===== config.mk =====
export PLATFORM = sky130hd
export DESIGN_NAME = wmog_marker_gate
export DESIGN_NICKNAME = d
export VERILOG_FILES = /design/src/design/wmog_pkg.sv /design/src/design/wmog_marker_gate.sv
export VERILOG_INCLUDE_DIRS = /design/src /design/src/design
export SDC_FILE = /design/constraint.sdc
export NUM_CORES = 1
export LEC_CHECK = 0
export BUFFER_PORTS_ARGS = -buffer_cell sky130_fd_sc_hd__buf_4
export CAP_MARGIN = 10
export CORE_AREA = 2 2 96 98
export DETAILED_ROUTE_END_ITERATION = 6
export DIE_AREA = 0 0 98 100
export PLACE_DENSITY = 0.95
export SLEW_MARGIN = 20
export SYNTH_ARGS = -nofsm -noshare
export SYNTH_HDL_FRONTEND = slang
export SYNTH_SLANG_ARGS = --single-unit

===== constraint.sdc =====
create_clock -name clk_i -period 3.7 [get_ports clk_i]
set_input_delay 0.37 -clock clk_i [delete_from_list [all_inputs] [get_ports clk_i]]
set_output_delay 0.37 -clock clk_i [all_outputs]
set_load 0.01 [all_outputs]

===== src/design/wmog_cfg.svh =====
// Register offsets, field positions and reset values of the marker gate
`ifndef WMOG_CFG_SVH
`define WMOG_CFG_SVH
`define WMOG_ADR_CTRL      8'h00
`define WMOG_ADR_SEG_SEL   8'h04
`define WMOG_ADR_SEG_EN    8'h08
`define WMOG_ADR_STATUS    8'h0C
`define WMOG_CTRL_POL_LSB  0
`define WMOG_CTRL_RTE_BIT  4
`define WMOG_CTRL_RSEL_LSB 5
`define WMOG_STS_EVT_LSB   0
`define WMOG_STS_SUP_BIT   4
`define WMOG_STS_HOLD_BIT  5
`define WMOG_STS_SEG_LSB   8
`define WMOG_POL_RST       4'h0
`define WMOG_SEG_EN_RST    4'hF
`endif


===== src/design/wmog_pkg.sv =====
// Types shared by the waveform marker output gate
package wmog_pkg;
  typedef struct packed {
    logic [3:0] bits;
    logic       first;
    logic       factory;
  } wmog_sample_type;

  typedef struct packed {
    logic [3:0] pol_neg;
    logic       route_en;
    logic [1:0] route_sel;
  } wmog_ctrl_type;
endpackage : wmog_pkg


===== src/design/wmog_marker_gate.sv =====
// Marker output gating with per-segment enables, polarity and blanking
// Functional notes
// - Enabled set marker point drives its event output
// - Separate enable per marker per segment
// - Disabled markers stay inactive for whole segment
// - Enabling marker without points changes nothing
// - Enables survive sequence change, lost at reset
// - Factory segments mark first sample, all markers
// - Routed marker low suppresses carrier output
// - Carrier suppression also holds the level loop
// - Negative polarity inverts marker output
// - Independent polarity per marker, default positive
// - Positive polarity: set point drives high
// - Negative polarity: set point drives low
// - No set points: positive output holds low
//
// Chosen here: the address map and the Wishbone register port.
`timescale 1ns/1ps
`default_nettype none
`include "wmog_cfg.svh"

module wmog_marker_gate #(
  parameter int SEG_W = 4
) (
  input  wire logic                     clk_i,
  input  wire logic                     rst_i,
  input  wire logic                     wb_cyc_i,
  input  wire logic                     wb_stb_i,
  input  wire logic                     wb_we_i,
  input  wire logic [7:0]               wb_adr_i,
  input  wire logic [31:0]              wb_dat_i,
  input  wire logic [3:0]               wb_sel_i,
  output logic                          wb_ack_o,
  output logic [31:0]                   wb_dat_o,
  input  wire logic                     sample_en_i,
  input  wire logic                     playing_i,
  input  wire logic                     seq_load_i,
  input  wire logic [SEG_W-1:0]         seg_idx_i,
  input  wire wmog_pkg::wmog_sample_type sample_i,
  output logic [3:0]                    event_o,
  output logic                          carrier_suppress_o,
  output logic                          level_loop_hold_o
);
  localparam int SEG_NUM = 1 << SEG_W;

  wmog_pkg::wmog_ctrl_type ctrl_q;
  logic [SEG_W-1:0]        seg_sel_q;
  logic [3:0]              seg_en_q [SEG_NUM];
  logic                    ack_q;
  logic [31:0]             dat_q;
  logic [31:0]             rd_d;
  logic                    req;
  logic                    wr_go;
  logic [3:0]              eff_bits;
  logic [3:0]              en_cur;
  logic [3:0]              active_d;
  logic [3:0]              event_d;
  logic                    suppress_d;

  // Bus slave: one wait state, ack drops the cycle after it is given
  assign req   = wb_cyc_i & wb_stb_i;
  assign wr_go = req & wb_we_i & ack_q & wb_sel_i[0];

  always_ff @(posedge clk_i) begin
    if (rst_i) begin
      ack_q <= 1'b0;
    end else begin
      ack_q <= req & ~ack_q;
    end
  end

  always_comb begin
    rd_d = 32'h0000_0000;
    case (wb_adr_i)
      `WMOG_ADR_CTRL: begin
        rd_d[`WMOG_CTRL_POL_LSB +: 4]  = ctrl_q.pol_neg;
        rd_d[`WMOG_CTRL_RTE_BIT]       = ctrl_q.route_en;
        rd_d[`WMOG_CTRL_RSEL_LSB +: 2] = ctrl_q.route_sel;
      end
      `WMOG_ADR_SEG_SEL: rd_d[SEG_W-1:0] = seg_sel_q;
      `WMOG_ADR_SEG_EN:  rd_d[3:0] = seg_en_q[seg_sel_q];
      `WMOG_ADR_STATUS: begin
        rd_d[`WMOG_STS_EVT_LSB +: 4]     = event_o;
        rd_d[`WMOG_STS_SUP_BIT]          = carrier_suppress_o;
        rd_d[`WMOG_STS_HOLD_BIT]         = level_loop_hold_o;
        rd_d[`WMOG_STS_SEG_LSB +: SEG_W] = seg_idx_i;
      end
      default: rd_d = 32'h0000_0000;
    endcase
  end

  always_ff @(posedge clk_i) begin
    if (rst_i) begin
      dat_q <= 32'h0000_0000;
    end else if (req & ~ack_q) begin
      dat_q <= rd_d;
    end
  end

  assign wb_ack_o = ack_q;
  assign wb_dat_o = dat_q;

  // Control register: polarity and carrier suppress routing
  always_ff @(posedge clk_i) begin
    if (rst_i) begin
      ctrl_q.pol_neg   <= `WMOG_POL_RST;
      ctrl_q.route_en  <= 1'b0;
      ctrl_q.route_sel <= 2'h0;
    end else if (wr_go && wb_adr_i == `WMOG_ADR_CTRL) begin
      ctrl_q.pol_neg   <= wb_dat_i[`WMOG_CTRL_POL_LSB +: 4];
      ctrl_q.route_en  <= wb_dat_i[`WMOG_CTRL_RTE_BIT];
      ctrl_q.route_sel <= wb_dat_i[`WMOG_CTRL_RSEL_LSB +: 2];
    end
  end

  always_ff @(posedge clk_i) begin
    if (rst_i) begin
      seg_sel_q <= '0;
    end else if (wr_go && wb_adr_i == `WMOG_ADR_SEG_SEL) begin
      seg_sel_q <= wb_dat_i[SEG_W-1:0];
    end
  end

  // Enable table is only touched by reset or an explicit write;
  // a sequence load deliberately leaves it alone.
  always_ff @(posedge clk_i) begin
    if (rst_i) begin
      for (int s = 0; s < SEG_NUM; s++) begin
        seg_en_q[s] <= `WMOG_SEG_EN_RST;
      end
    end else if (wr_go && wb_adr_i == `WMOG_ADR_SEG_EN) begin
      seg_en_q[seg_sel_q] <= wb_dat_i[3:0];
    end
  end

  // Marker datapath
  always_comb begin
    eff_bits = sample_i.bits;
    if (sample_i.factory && sample_i.first) begin
      eff_bits = 4'hF;
    end
  end

  assign en_cur   = seg_en_q[seg_idx_i];
  // A marker with no set point stays inactive even when enabled
  assign active_d = playing_i ? (eff_bits & en_cur) : 4'h0;
  // Inactive positive marker sits low; negative flips the level
  assign event_d  = active_d ^ ctrl_q.pol_neg;
  // Suppression follows the routed marker's output level
  assign suppress_d = ctrl_q.route_en & ~event_d[ctrl_q.route_sel];

  // Outputs move only on a sample strobe so they line up with the
  // sample carrying the marker bit.
  always_ff @(posedge clk_i) begin
    if (rst_i) begin
      event_o            <= 4'h0;
      carrier_suppress_o <= 1'b0;
      level_loop_hold_o  <= 1'b0;
    end else if (sample_en_i) begin
      event_o            <= event_d;
      carrier_suppress_o <= suppress_d;
      level_loop_hold_o  <= suppress_d;
    end
  end

  // Checks
  for (genvar i = 0; i < 4; i++) begin : g_chk
    a_marker_drive: assert property (@(posedge clk_i) disable iff (rst_i)
      sample_en_i && playing_i && eff_bits[i] && en_cur[i]
      |=> event_o[i] == !$past(ctrl_q.pol_neg[i]))
      else $error("enabled marker point not driven");

    a_seg_disabled: assert property (@(posedge clk_i) disable iff (rst_i)
      sample_en_i && !en_cur[i]
      |=> event_o[i] == $past(ctrl_q.pol_neg[i]))
      else $error("disabled marker produced output");

    a_no_points: assert property (@(posedge clk_i) disable iff (rst_i)
      sample_en_i && !eff_bits[i] && !ctrl_q.pol_neg[i]
      |=> !event_o[i])
      else $error("positive marker without point not low");

    a_factory_first: assert property (@(posedge clk_i) disable iff (rst_i)
      sample_en_i && playing_i && sample_i.factory && sample_i.first
      && en_cur[i] |=> event_o[i] != $past(ctrl_q.pol_neg[i]))
      else $error("factory first sample not marked");

    a_pos_high: assert property (@(posedge clk_i) disable iff (rst_i)
      sample_en_i && active_d[i] && !ctrl_q.pol_neg[i]
      |=> event_o[i])
      else $error("positive marker point not high");

    a_neg_low: assert property (@(posedge clk_i) disable iff (rst_i)
      sample_en_i && active_d[i] && ctrl_q.pol_neg[i]
      |=> !event_o[i])
      else $error("negative marker point not low");

    a_neg_idle: assert property (@(posedge clk_i) disable iff (rst_i)
      sample_en_i && !active_d[i] && ctrl_q.pol_neg[i]
      |=> event_o[i])
      else $error("negative idle marker not high");

    a_not_play: assert property (@(posedge clk_i) disable iff (rst_i)
      sample_en_i && !playing_i
      |=> event_o[i] == $past(ctrl_q.pol_neg[i]))
      else $error("marker active while not playing");

    a_need_point: assert property (@(posedge clk_i) disable iff (rst_i)
      sample_en_i && !eff_bits[i]
      |=> event_o[i] == $past(ctrl_q.pol_neg[i]))
      else $error("marker without point changed output");

    a_en_write: assert property (@(posedge clk_i) disable iff (rst_i)
      wr_go && wb_adr_i == `WMOG_ADR_SEG_EN
      |=> seg_en_q[$past(seg_sel_q)][i] == $past(wb_dat_i[i]))
      else $error("segment enable write lost");

    a_pol_write: assert property (@(posedge clk_i) disable iff (rst_i)
      wr_go && wb_adr_i == `WMOG_ADR_CTRL
      |=> ctrl_q.pol_neg[i] == $past(wb_dat_i[`WMOG_CTRL_POL_LSB + i]))
      else $error("polarity write lost");
  end

  a_pol_invert: assert property (@(posedge clk_i) disable iff (rst_i)
    sample_en_i |=> event_o == ($past(active_d) ^ $past(ctrl_q.pol_neg)))
    else $error("polarity not applied");

  a_pol_reset: assert property (@(posedge clk_i)
    $past(rst_i) |-> ctrl_q.pol_neg == 4'h0 && event_o == 4'h0)
    else $error("polarity not positive after reset");

  a_blank_low: assert property (@(posedge clk_i) disable iff (rst_i)
    sample_en_i |=> carrier_suppress_o ==
      ($past(ctrl_q.route_en) && !event_o[$past(ctrl_q.route_sel)]))
    else $error("carrier suppress wrong");

  a_level_hold: assert property (@(posedge clk_i) disable iff (rst_i)
    carrier_suppress_o |-> level_loop_hold_o)
    else $error("level loop not held while suppressed");

  a_hold_between: assert property (@(posedge clk_i) disable iff (rst_i)
    !sample_en_i |=> $stable(event_o) && $stable(carrier_suppress_o))
    else $error("output moved without sample strobe");

  // Every table entry is watched, not just the one being played
  for (genvar s = 0; s < SEG_NUM; s++) begin : g_keep
    a_enable_keep: assert property (@(posedge clk_i) disable iff (rst_i)
      seq_load_i && !wr_go |=> $stable(seg_en_q[s]))
      else $error("sequence load disturbed enables");
  end

  a_bus_ack: assert property (@(posedge clk_i) disable iff (rst_i)
    req && !ack_q |=> ack_q ##1 !ack_q)
    else $error("bus ack not a single cycle");

  a_ack_single: assert property (@(posedge clk_i) disable iff (rst_i)
    wb_ack_o |=> !wb_ack_o)
    else $error("bus ack held too long");

  a_ack_data: assert property (@(posedge clk_i) disable iff (rst_i)
    wb_ack_o |-> wb_dat_o == $past(rd_d))
    else $error("read data not valid with ack");

  a_ack_cause: assert property (@(posedge clk_i) disable iff (rst_i)
    wb_ack_o |-> $past(req))
    else $error("ack without request");

  a_ack_idle: assert property (@(posedge clk_i) disable iff (rst_i)
    !req |=> !wb_ack_o)
    else $error("ack while bus idle");

  a_sel_gate: assert property (@(posedge clk_i) disable iff (rst_i)
    req && wb_we_i && ack_q && !wb_sel_i[0]
    |=> $stable(ctrl_q) && $stable(seg_sel_q))
    else $error("write without low byte lane took effect");

  a_status_ro: assert property (@(posedge clk_i) disable iff (rst_i)
    wr_go && wb_adr_i == `WMOG_ADR_STATUS
    |=> $stable(ctrl_q) && $stable(seg_sel_q))
    else $error("status write changed a register");

  a_sel_write: assert property (@(posedge clk_i) disable iff (rst_i)
    wr_go && wb_adr_i == `WMOG_ADR_SEG_SEL
    |=> seg_sel_q == $past(wb_dat_i[SEG_W-1:0]))
    else $error("segment select write lost");

  a_sel_keep: assert property (@(posedge clk_i) disable iff (rst_i)
    !wr_go |=> $stable(seg_sel_q))
    else $error("segment select moved without write");

  a_route_write: assert property (@(posedge clk_i) disable iff (rst_i)
    wr_go && wb_adr_i == `WMOG_ADR_CTRL
    |=> ctrl_q.route_en == $past(wb_dat_i[`WMOG_CTRL_RTE_BIT])
    && ctrl_q.route_sel == $past(wb_dat_i[`WMOG_CTRL_RSEL_LSB +: 2]))
    else $error("routing write lost");

  a_ctrl_keep: assert property (@(posedge clk_i) disable iff (rst_i)
    !wr_go |=> $stable(ctrl_q))
    else $error("control moved without write");

  a_no_route: assert property (@(posedge clk_i) disable iff (rst_i)
    sample_en_i && !ctrl_q.route_en
    |=> !carrier_suppress_o)
    else $error("carrier suppressed without routing");

  a_hold_equal: assert property (@(posedge clk_i) disable iff (rst_i)
    level_loop_hold_o == carrier_suppress_o)
    else $error("level loop hold differs from suppression");

  a_hold_release: assert property (@(posedge clk_i) disable iff (rst_i)
    !carrier_suppress_o |-> !level_loop_hold_o)
    else $error("level loop held without suppression");

  a_hold_steady: assert property (@(posedge clk_i) disable iff (rst_i)
    !sample_en_i |=> $stable(level_loop_hold_o))
    else $error("level loop hold moved without strobe");

  a_reset_quiet: assert property (@(posedge clk_i)
    $past(rst_i) |-> !carrier_suppress_o && !level_loop_hold_o
    && !wb_ack_o && wb_dat_o == 32'h0000_0000)
    else $error("outputs not quiet after reset");

  a_enable_rst: assert property (@(posedge clk_i)
    $past(rst_i) |-> seg_en_q[seg_idx_i] == `WMOG_SEG_EN_RST)
    else $error("segment enables not restored by reset");

  c_blank: cover property (@(posedge clk_i) disable iff (rst_i)
    $rose(carrier_suppress_o));
  c_neg_active: cover property (@(posedge clk_i) disable iff (rst_i)
    sample_en_i && active_d[0] && ctrl_q.pol_neg[0]);
  c_seq_load: cover property (@(posedge clk_i) disable iff (rst_i)
    seq_load_i ##1 sample_en_i && active_d != 4'h0);
  c_seg_masked: cover property (@(posedge clk_i) disable iff (rst_i)
    sample_en_i && playing_i && (eff_bits & ~en_cur) != 4'h0);
  c_factory: cover property (@(posedge clk_i) disable iff (rst_i)
    sample_en_i && playing_i && sample_i.factory && sample_i.first);

endmodule : wmog_marker_gate
`default_nettype wire


Word level (Yosys, flattened, before mapping)
Memory sizes are Yosys's and may differ from the RTL's. A register that Yosys moved wholly into a read port is not among the register bits. Index checks and enable logic that the tools add are counted.

Magnitude comparators: 1. Muxes and demuxes: 18. Bitwise operators: 10. Reductions and logical operators: 6. Eq/ne operators: 3.

Operators with widths (count): two-way mux 4 bit (7); equality test 8 x 4 -> 1 bit (second input constant) (2); case mux 4 bit (4 select lines) (1); equality test 8 x 3 -> 1 bit (second input constant) (1); logical NOT 8 bit (1); two-way mux 1 bit (8); bitwise AND 1 bit (6); bitwise AND 4 bit (1); logical AND 1 bit (4); case mux 2 bit (2 select lines) (1); OR reduction 4 bit (1); bitwise XOR 4 bit (1); < comparator 2 x 3 -> 1 bit (second input constant) (1); binary-select mux 1 bit (select 2 bit) (1); NOT 1 bit (2).

Input port bits: 62. RAM bits: 64. Bits in registers: 28. Output and inout port bits: 39. Logic and storage cells: 47. Memories kept: 1.

Memories: seg_en_q (words 16, width 4, read ports 2, clocked after Yosys merged registers in 1, wr ports 16, line wmog_marker_gate.sv:48) `logic [3:0] seg_en_q [SEG_NUM];`.

Logic depth before layout (Yosys ltp)
Depth in word-level cells: 10. Gate-level depth with buffers: 9. Depth with buffers taken out: 7.

Worst setup path after synthesis
No wires, ideal clock.

Path type: input -> register. Start point: in wb_adr_i[5]. End point: mem seg_en_q[12][0], enable pin. Library setup time: 0.307 ns. Stages: 7. Slack: 1.194 ns. Required time: 3.393 ns. Data arrival time: 2.199 ns. Buffers on the path: 0. Path through: or4_1 > nor3_4 > nand3b_2 > nor3_4 > nand3_1 > nor3_1 > or2_1.

RTL lines: start: declaration (line wmog_marker_gate.sv:30) `input wire logic [7:0] wb_adr_i,`; end: declaration (line wmog_marker_gate.sv:48).

==> results.txt <==
----------------------------------------------------
[Cells and area]
  Area taken by multi-input logic gates ... 2350 um^2
  Post-route cell area ... 5680 um^2
  Non-filler cells in the finished layout ... 575
  Final Net Count ... 521
  Share of final-layout standard cells stronger than drive strength 1 ... 25.9%
  FF+latch area ... 2560 um^2
  Layout-stage area growth over the synthesis result ... 10.4%
  Core occupancy in the finished layout ... 63.9%
  Number of filler instances in the final layout ... 643
  Antenna Diode Count ... 0

[Power and ir drop]
  Pwr Total ... 2.06 mW
  Static leakage power ... 1.73 nW
  Highest ir drop seen on vdd ... 155 uV
  P per Cell Area ... 362 nW/um^2

[CTS]
  Clock sink total ... 96
  Post-CTS setup repair buffer count ... 0
  Number of gates given a new drive strength after cts ... 0
  H-tree levels ... 3
  Clock tree from TritonCTS ... done
  Post-CTS Hold Fix Bufs ... 0
  Clock buffer depth ... 2
  Clock tree root buffer cell ... sky130_fd_sc_hd__clkbuf_8
  Number of clock buffers inserted by TritonCTS ... 9
  Clock transition at the register clock pins on the worst setup and hold paths after CTS ... 90 ps
  Latest clock arrival within the worst-skew pair ... 370 ps

[Timing]
  Setup TNS Final ... 0 ps
  Final Setup Violations ... 0
  Worst relative slew slack ... 43.6%
  Highest clock frequency the design can meet ... 373 MHz
  Final critical delay including setup and external delays ... 2680 ps
  Transition time of the tightest slew-check pin ... 844 ps
  Setup slack of the critical path after layout ... 1020 ps
  Final Max Tran Viols ... 0
  Setup repair after global routing missed its margin ... no
  Final Skew ... 9.13 ps
  Post-route fraction of the period consumed by the critical path ... 72.4%
  Worst Hold Margin ... 237 ps
  Hold violation count in the final report ... 0

[Place]
  Buffers added on ports ... 50
  Final HPWL from detailed placement ... 8560 um
  Routability cong. ... 1.07
  Worst slack after detailed placement ... 668 ps
  Area of placed instances ... 5460 um^2
  Number of placed cells counting well taps ... 559

[Routing]
  Total number of vias ... 3662
  Per-cell routed wire length ... 20.9 um
  DR vias/cell ... 6.37
  Number of iterations in the first detailed-routing pass ... 6
  Count of antenna-violating nets left after detailed routing ... 0
  Initial DRC count ... 545
  Final routed DRC violation total ... 0
  Final wirelength ... 12000 um

[Synthesis]
  Async set-reset flop share out of synthesis ... 0%
  Biggest area consumer among synthesized cells ... sky130_fd_sc_hd__edfxtp_1
  Ranking of synthesized cells by area ... sky130_fd_sc_hd__edfxtp_1, sky130_fd_sc_hd__dfxtp_1, sky130_fd_sc_hd__mux4_2, sky130_fd_sc_hd__or3_1, sky130_fd_sc_hd__buf_4
  Unique cell type count in the Yosys netlist ... 45
  Number of enable-type register cells in the synthesized netlist ... 64
  Register bit total from synthesis ... 96
  Area share of the leading cell type in the synthesized netlist ... 37.3%
  Post-Syn Area ... 5150 um^2
  Gate count after technology mapping ... 429
  Total number of yosys warnings ... 0
  Average footprint of a synthesized cell ... 12.0 um^2
  Sequential-to-total area share from yosys stat ... 49.8%
  Top_reg_cell synth ... sky130_fd_sc_hd__edfxtp_1

[Setup path]
  Cell occurring most often along the worst timing path ... sky130_fd_sc_hd__nor3_4
  Signal arrival time at the worst endpoint ... 2770 ps
  Endpoint class of the critical path ... flip-flop
  Critical path class ... input pin to flip-flop
  Worst-path cell chain ... buf_4 -> or4_1 -> nor3_4 -> nand3b_2 -> nor3_4 -> nand3b_1 -> nor3_2 -> or2_2
  Required time of the critical path ... 3790 ps
  Crit path max fanout ... 16
  Crit path max-delay cell type ... sky130_fd_sc_hd__or4_1
  Setup crit start kind ... input pin
  Maximum single-stage delay on the critical path ... 560 ps

[Floorplanning]
  IO Count ... 101
  Die Ht ... 100 um
  Die Span X ... 98 um
  Die ar. ... 9800 um^2
  Initial standard-cell utilization of the core ... 57.9%
  Area of the core ... 8890 um^2
  Count of standard-cell rows ... 35

[Global routing]
  GRT Residual Overflow ... 0
  GR Layer Usage met3 ... 4.32%
  Vias in the first global route ... 3400
  Most utilized layer in the global route result ... met2
  Number of antenna violations at the first check in global routing ... 0
  Overall global routing resource usage ... 25.2%
  Largest net degree at the start of global routing ... 46
  Met2 layer usage reported by global route ... 42.1%
  Routing usage on met1 ... 33.5%
  Wire length of the first global-routing pass ... 18700 um

[Min path]
  Worst min-delay path category ... input pin to flip-flop

[Job]
  Max-cap violations ... 0

[Status]
  Run status ... complete, no violations

----------------------------------------------------
synth_stat cells, drive strengths merged, types with 2 or more instances:
library cell / n
nor2: 28
o221ai: 4
buf: 28
dfxtp: 32
a22oi: 8
mux2i: 16
nand3b: 5
o21ai: 7
mux2: 14
or3: 37
or2: 22
a211oi: 8
o21bai: 9
nand2b: 26
nand2: 15
and2: 2
o22ai: 10
clkbuf: 25
nor4: 3
xnor2: 3
edfxtp: 64
nand3: 5
nor2b: 6
mux4: 27
nor3: 8
inv: 5
final timing paths:
| path | slack [ps] | cells past startpoint | startpoint | to |
|---|---|---|---|---|
| max | 1020 | 8 | wb_adr_i[5] | seg_en_q[8][2] |
| min | 240 | 3 | wb_dat_i[5] | ctrl_q[0] |
| max reg2reg | 1360 | 6 | wb_ack_o | seg_en_q[8][2] |
| min reg2reg | 460 | 2 | wb_dat_o[6] | wb_dat_o[6] |
logic make-up after synthesis:
logic type                count (synthesis)  share of synthesized area, %
AOI/OAI and AO/OA                        53                          7.34
buffers and inverters                    58                          6.00
other                                     1                        0.0729
muxes                                    57                          18.0
xor gates and xnor gates                  4                         0.681
DFF                                      96                          49.8
and+or+nand+nor                         160                          18.1
power breakdown:
group	total [mW]	switching (mW)	leakage, nW	internal, mW
sequential	1.16	0.00997	0.761	1.15
clock	0.731	0.364	0.117	0.367
combinational	0.163	0.0979	0.847	0.0655
layout by cell type, fill, tap and decap left out, types with 2 or more instances in the layout:
master                       n
sky130_fd_sc_hd__edfxtp_1   64
sky130_fd_sc_hd__buf_4      52
sky130_fd_sc_hd__or3_1      37
sky130_fd_sc_hd__dfxtp_1    32
sky130_fd_sc_hd__nor2_1     28
sky130_fd_sc_hd__mux4_2     27
sky130_fd_sc_hd__nand2b_1   26
sky130_fd_sc_hd__conb_1     21
sky130_fd_sc_hd__or2_1      17
sky130_fd_sc_hd__mux2i_1    16
sky130_fd_sc_hd__nand2_1    15
sky130_fd_sc_hd__mux2_2     14
sky130_fd_sc_hd__o22ai_1    10
sky130_fd_sc_hd__o21bai_1    9
sky130_fd_sc_hd__clkbuf_8    9
sky130_fd_sc_hd__a211oi_1    8
sky130_fd_sc_hd__a22oi_1     8
sky130_fd_sc_hd__o21ai_0     7
sky130_fd_sc_hd__nor2b_1     6
sky130_fd_sc_hd__inv_1       6
sky130_fd_sc_hd__nand3_1     5
sky130_fd_sc_hd__or2_2       5
sky130_fd_sc_hd__nor3_1      4
sky130_fd_sc_hd__o221ai_1    4
sky130_fd_sc_hd__nand3b_1    3
sky130_fd_sc_hd__xnor2_1     3
sky130_fd_sc_hd__nor4_1      3
sky130_fd_sc_hd__clkbuf_16   3
sky130_fd_sc_hd__nor3_4      2
sky130_fd_sc_hd__nand3b_2    2
sky130_fd_sc_hd__nor3_2      2
per-layer routing:
layer	vias to the layer above	part of all wire, %	wire [um]
met5	-	0	0
met3	28	10	1200
met2	240	51	6120
met1	1772	37	4440
li1	1622	-	-
met4	0	2.1	247
area by class of cell:
class                   count  share of cell area (%)
clock buffers              13                    3.57
flip-flops and latches     96                    45.1
repair buffers             52                    6.87
clock inverters             3                   0.330
multi-input cells         295                    41.4
inverters                   5                   0.330
well taps                 111                    2.44
worst max-delay path, delay by kind of cell:
| kind | cells | cell delay [ps] |
|---|---|---|
| and+or+nand+nor | 7 | 2280 |
| buffers and inverters | 1 | 100 |
state kept, by name (all words and copies together), names as in the netlist, named ones only:
signal and count:
seg_en_q 64, event_o 4, ctrl_q 7, seg_sel_q 4, wb_ack_o 1, wb_dat_o 11
carrier_suppress_o 1
Note: power is estimated with default switching activity, not from simulation.
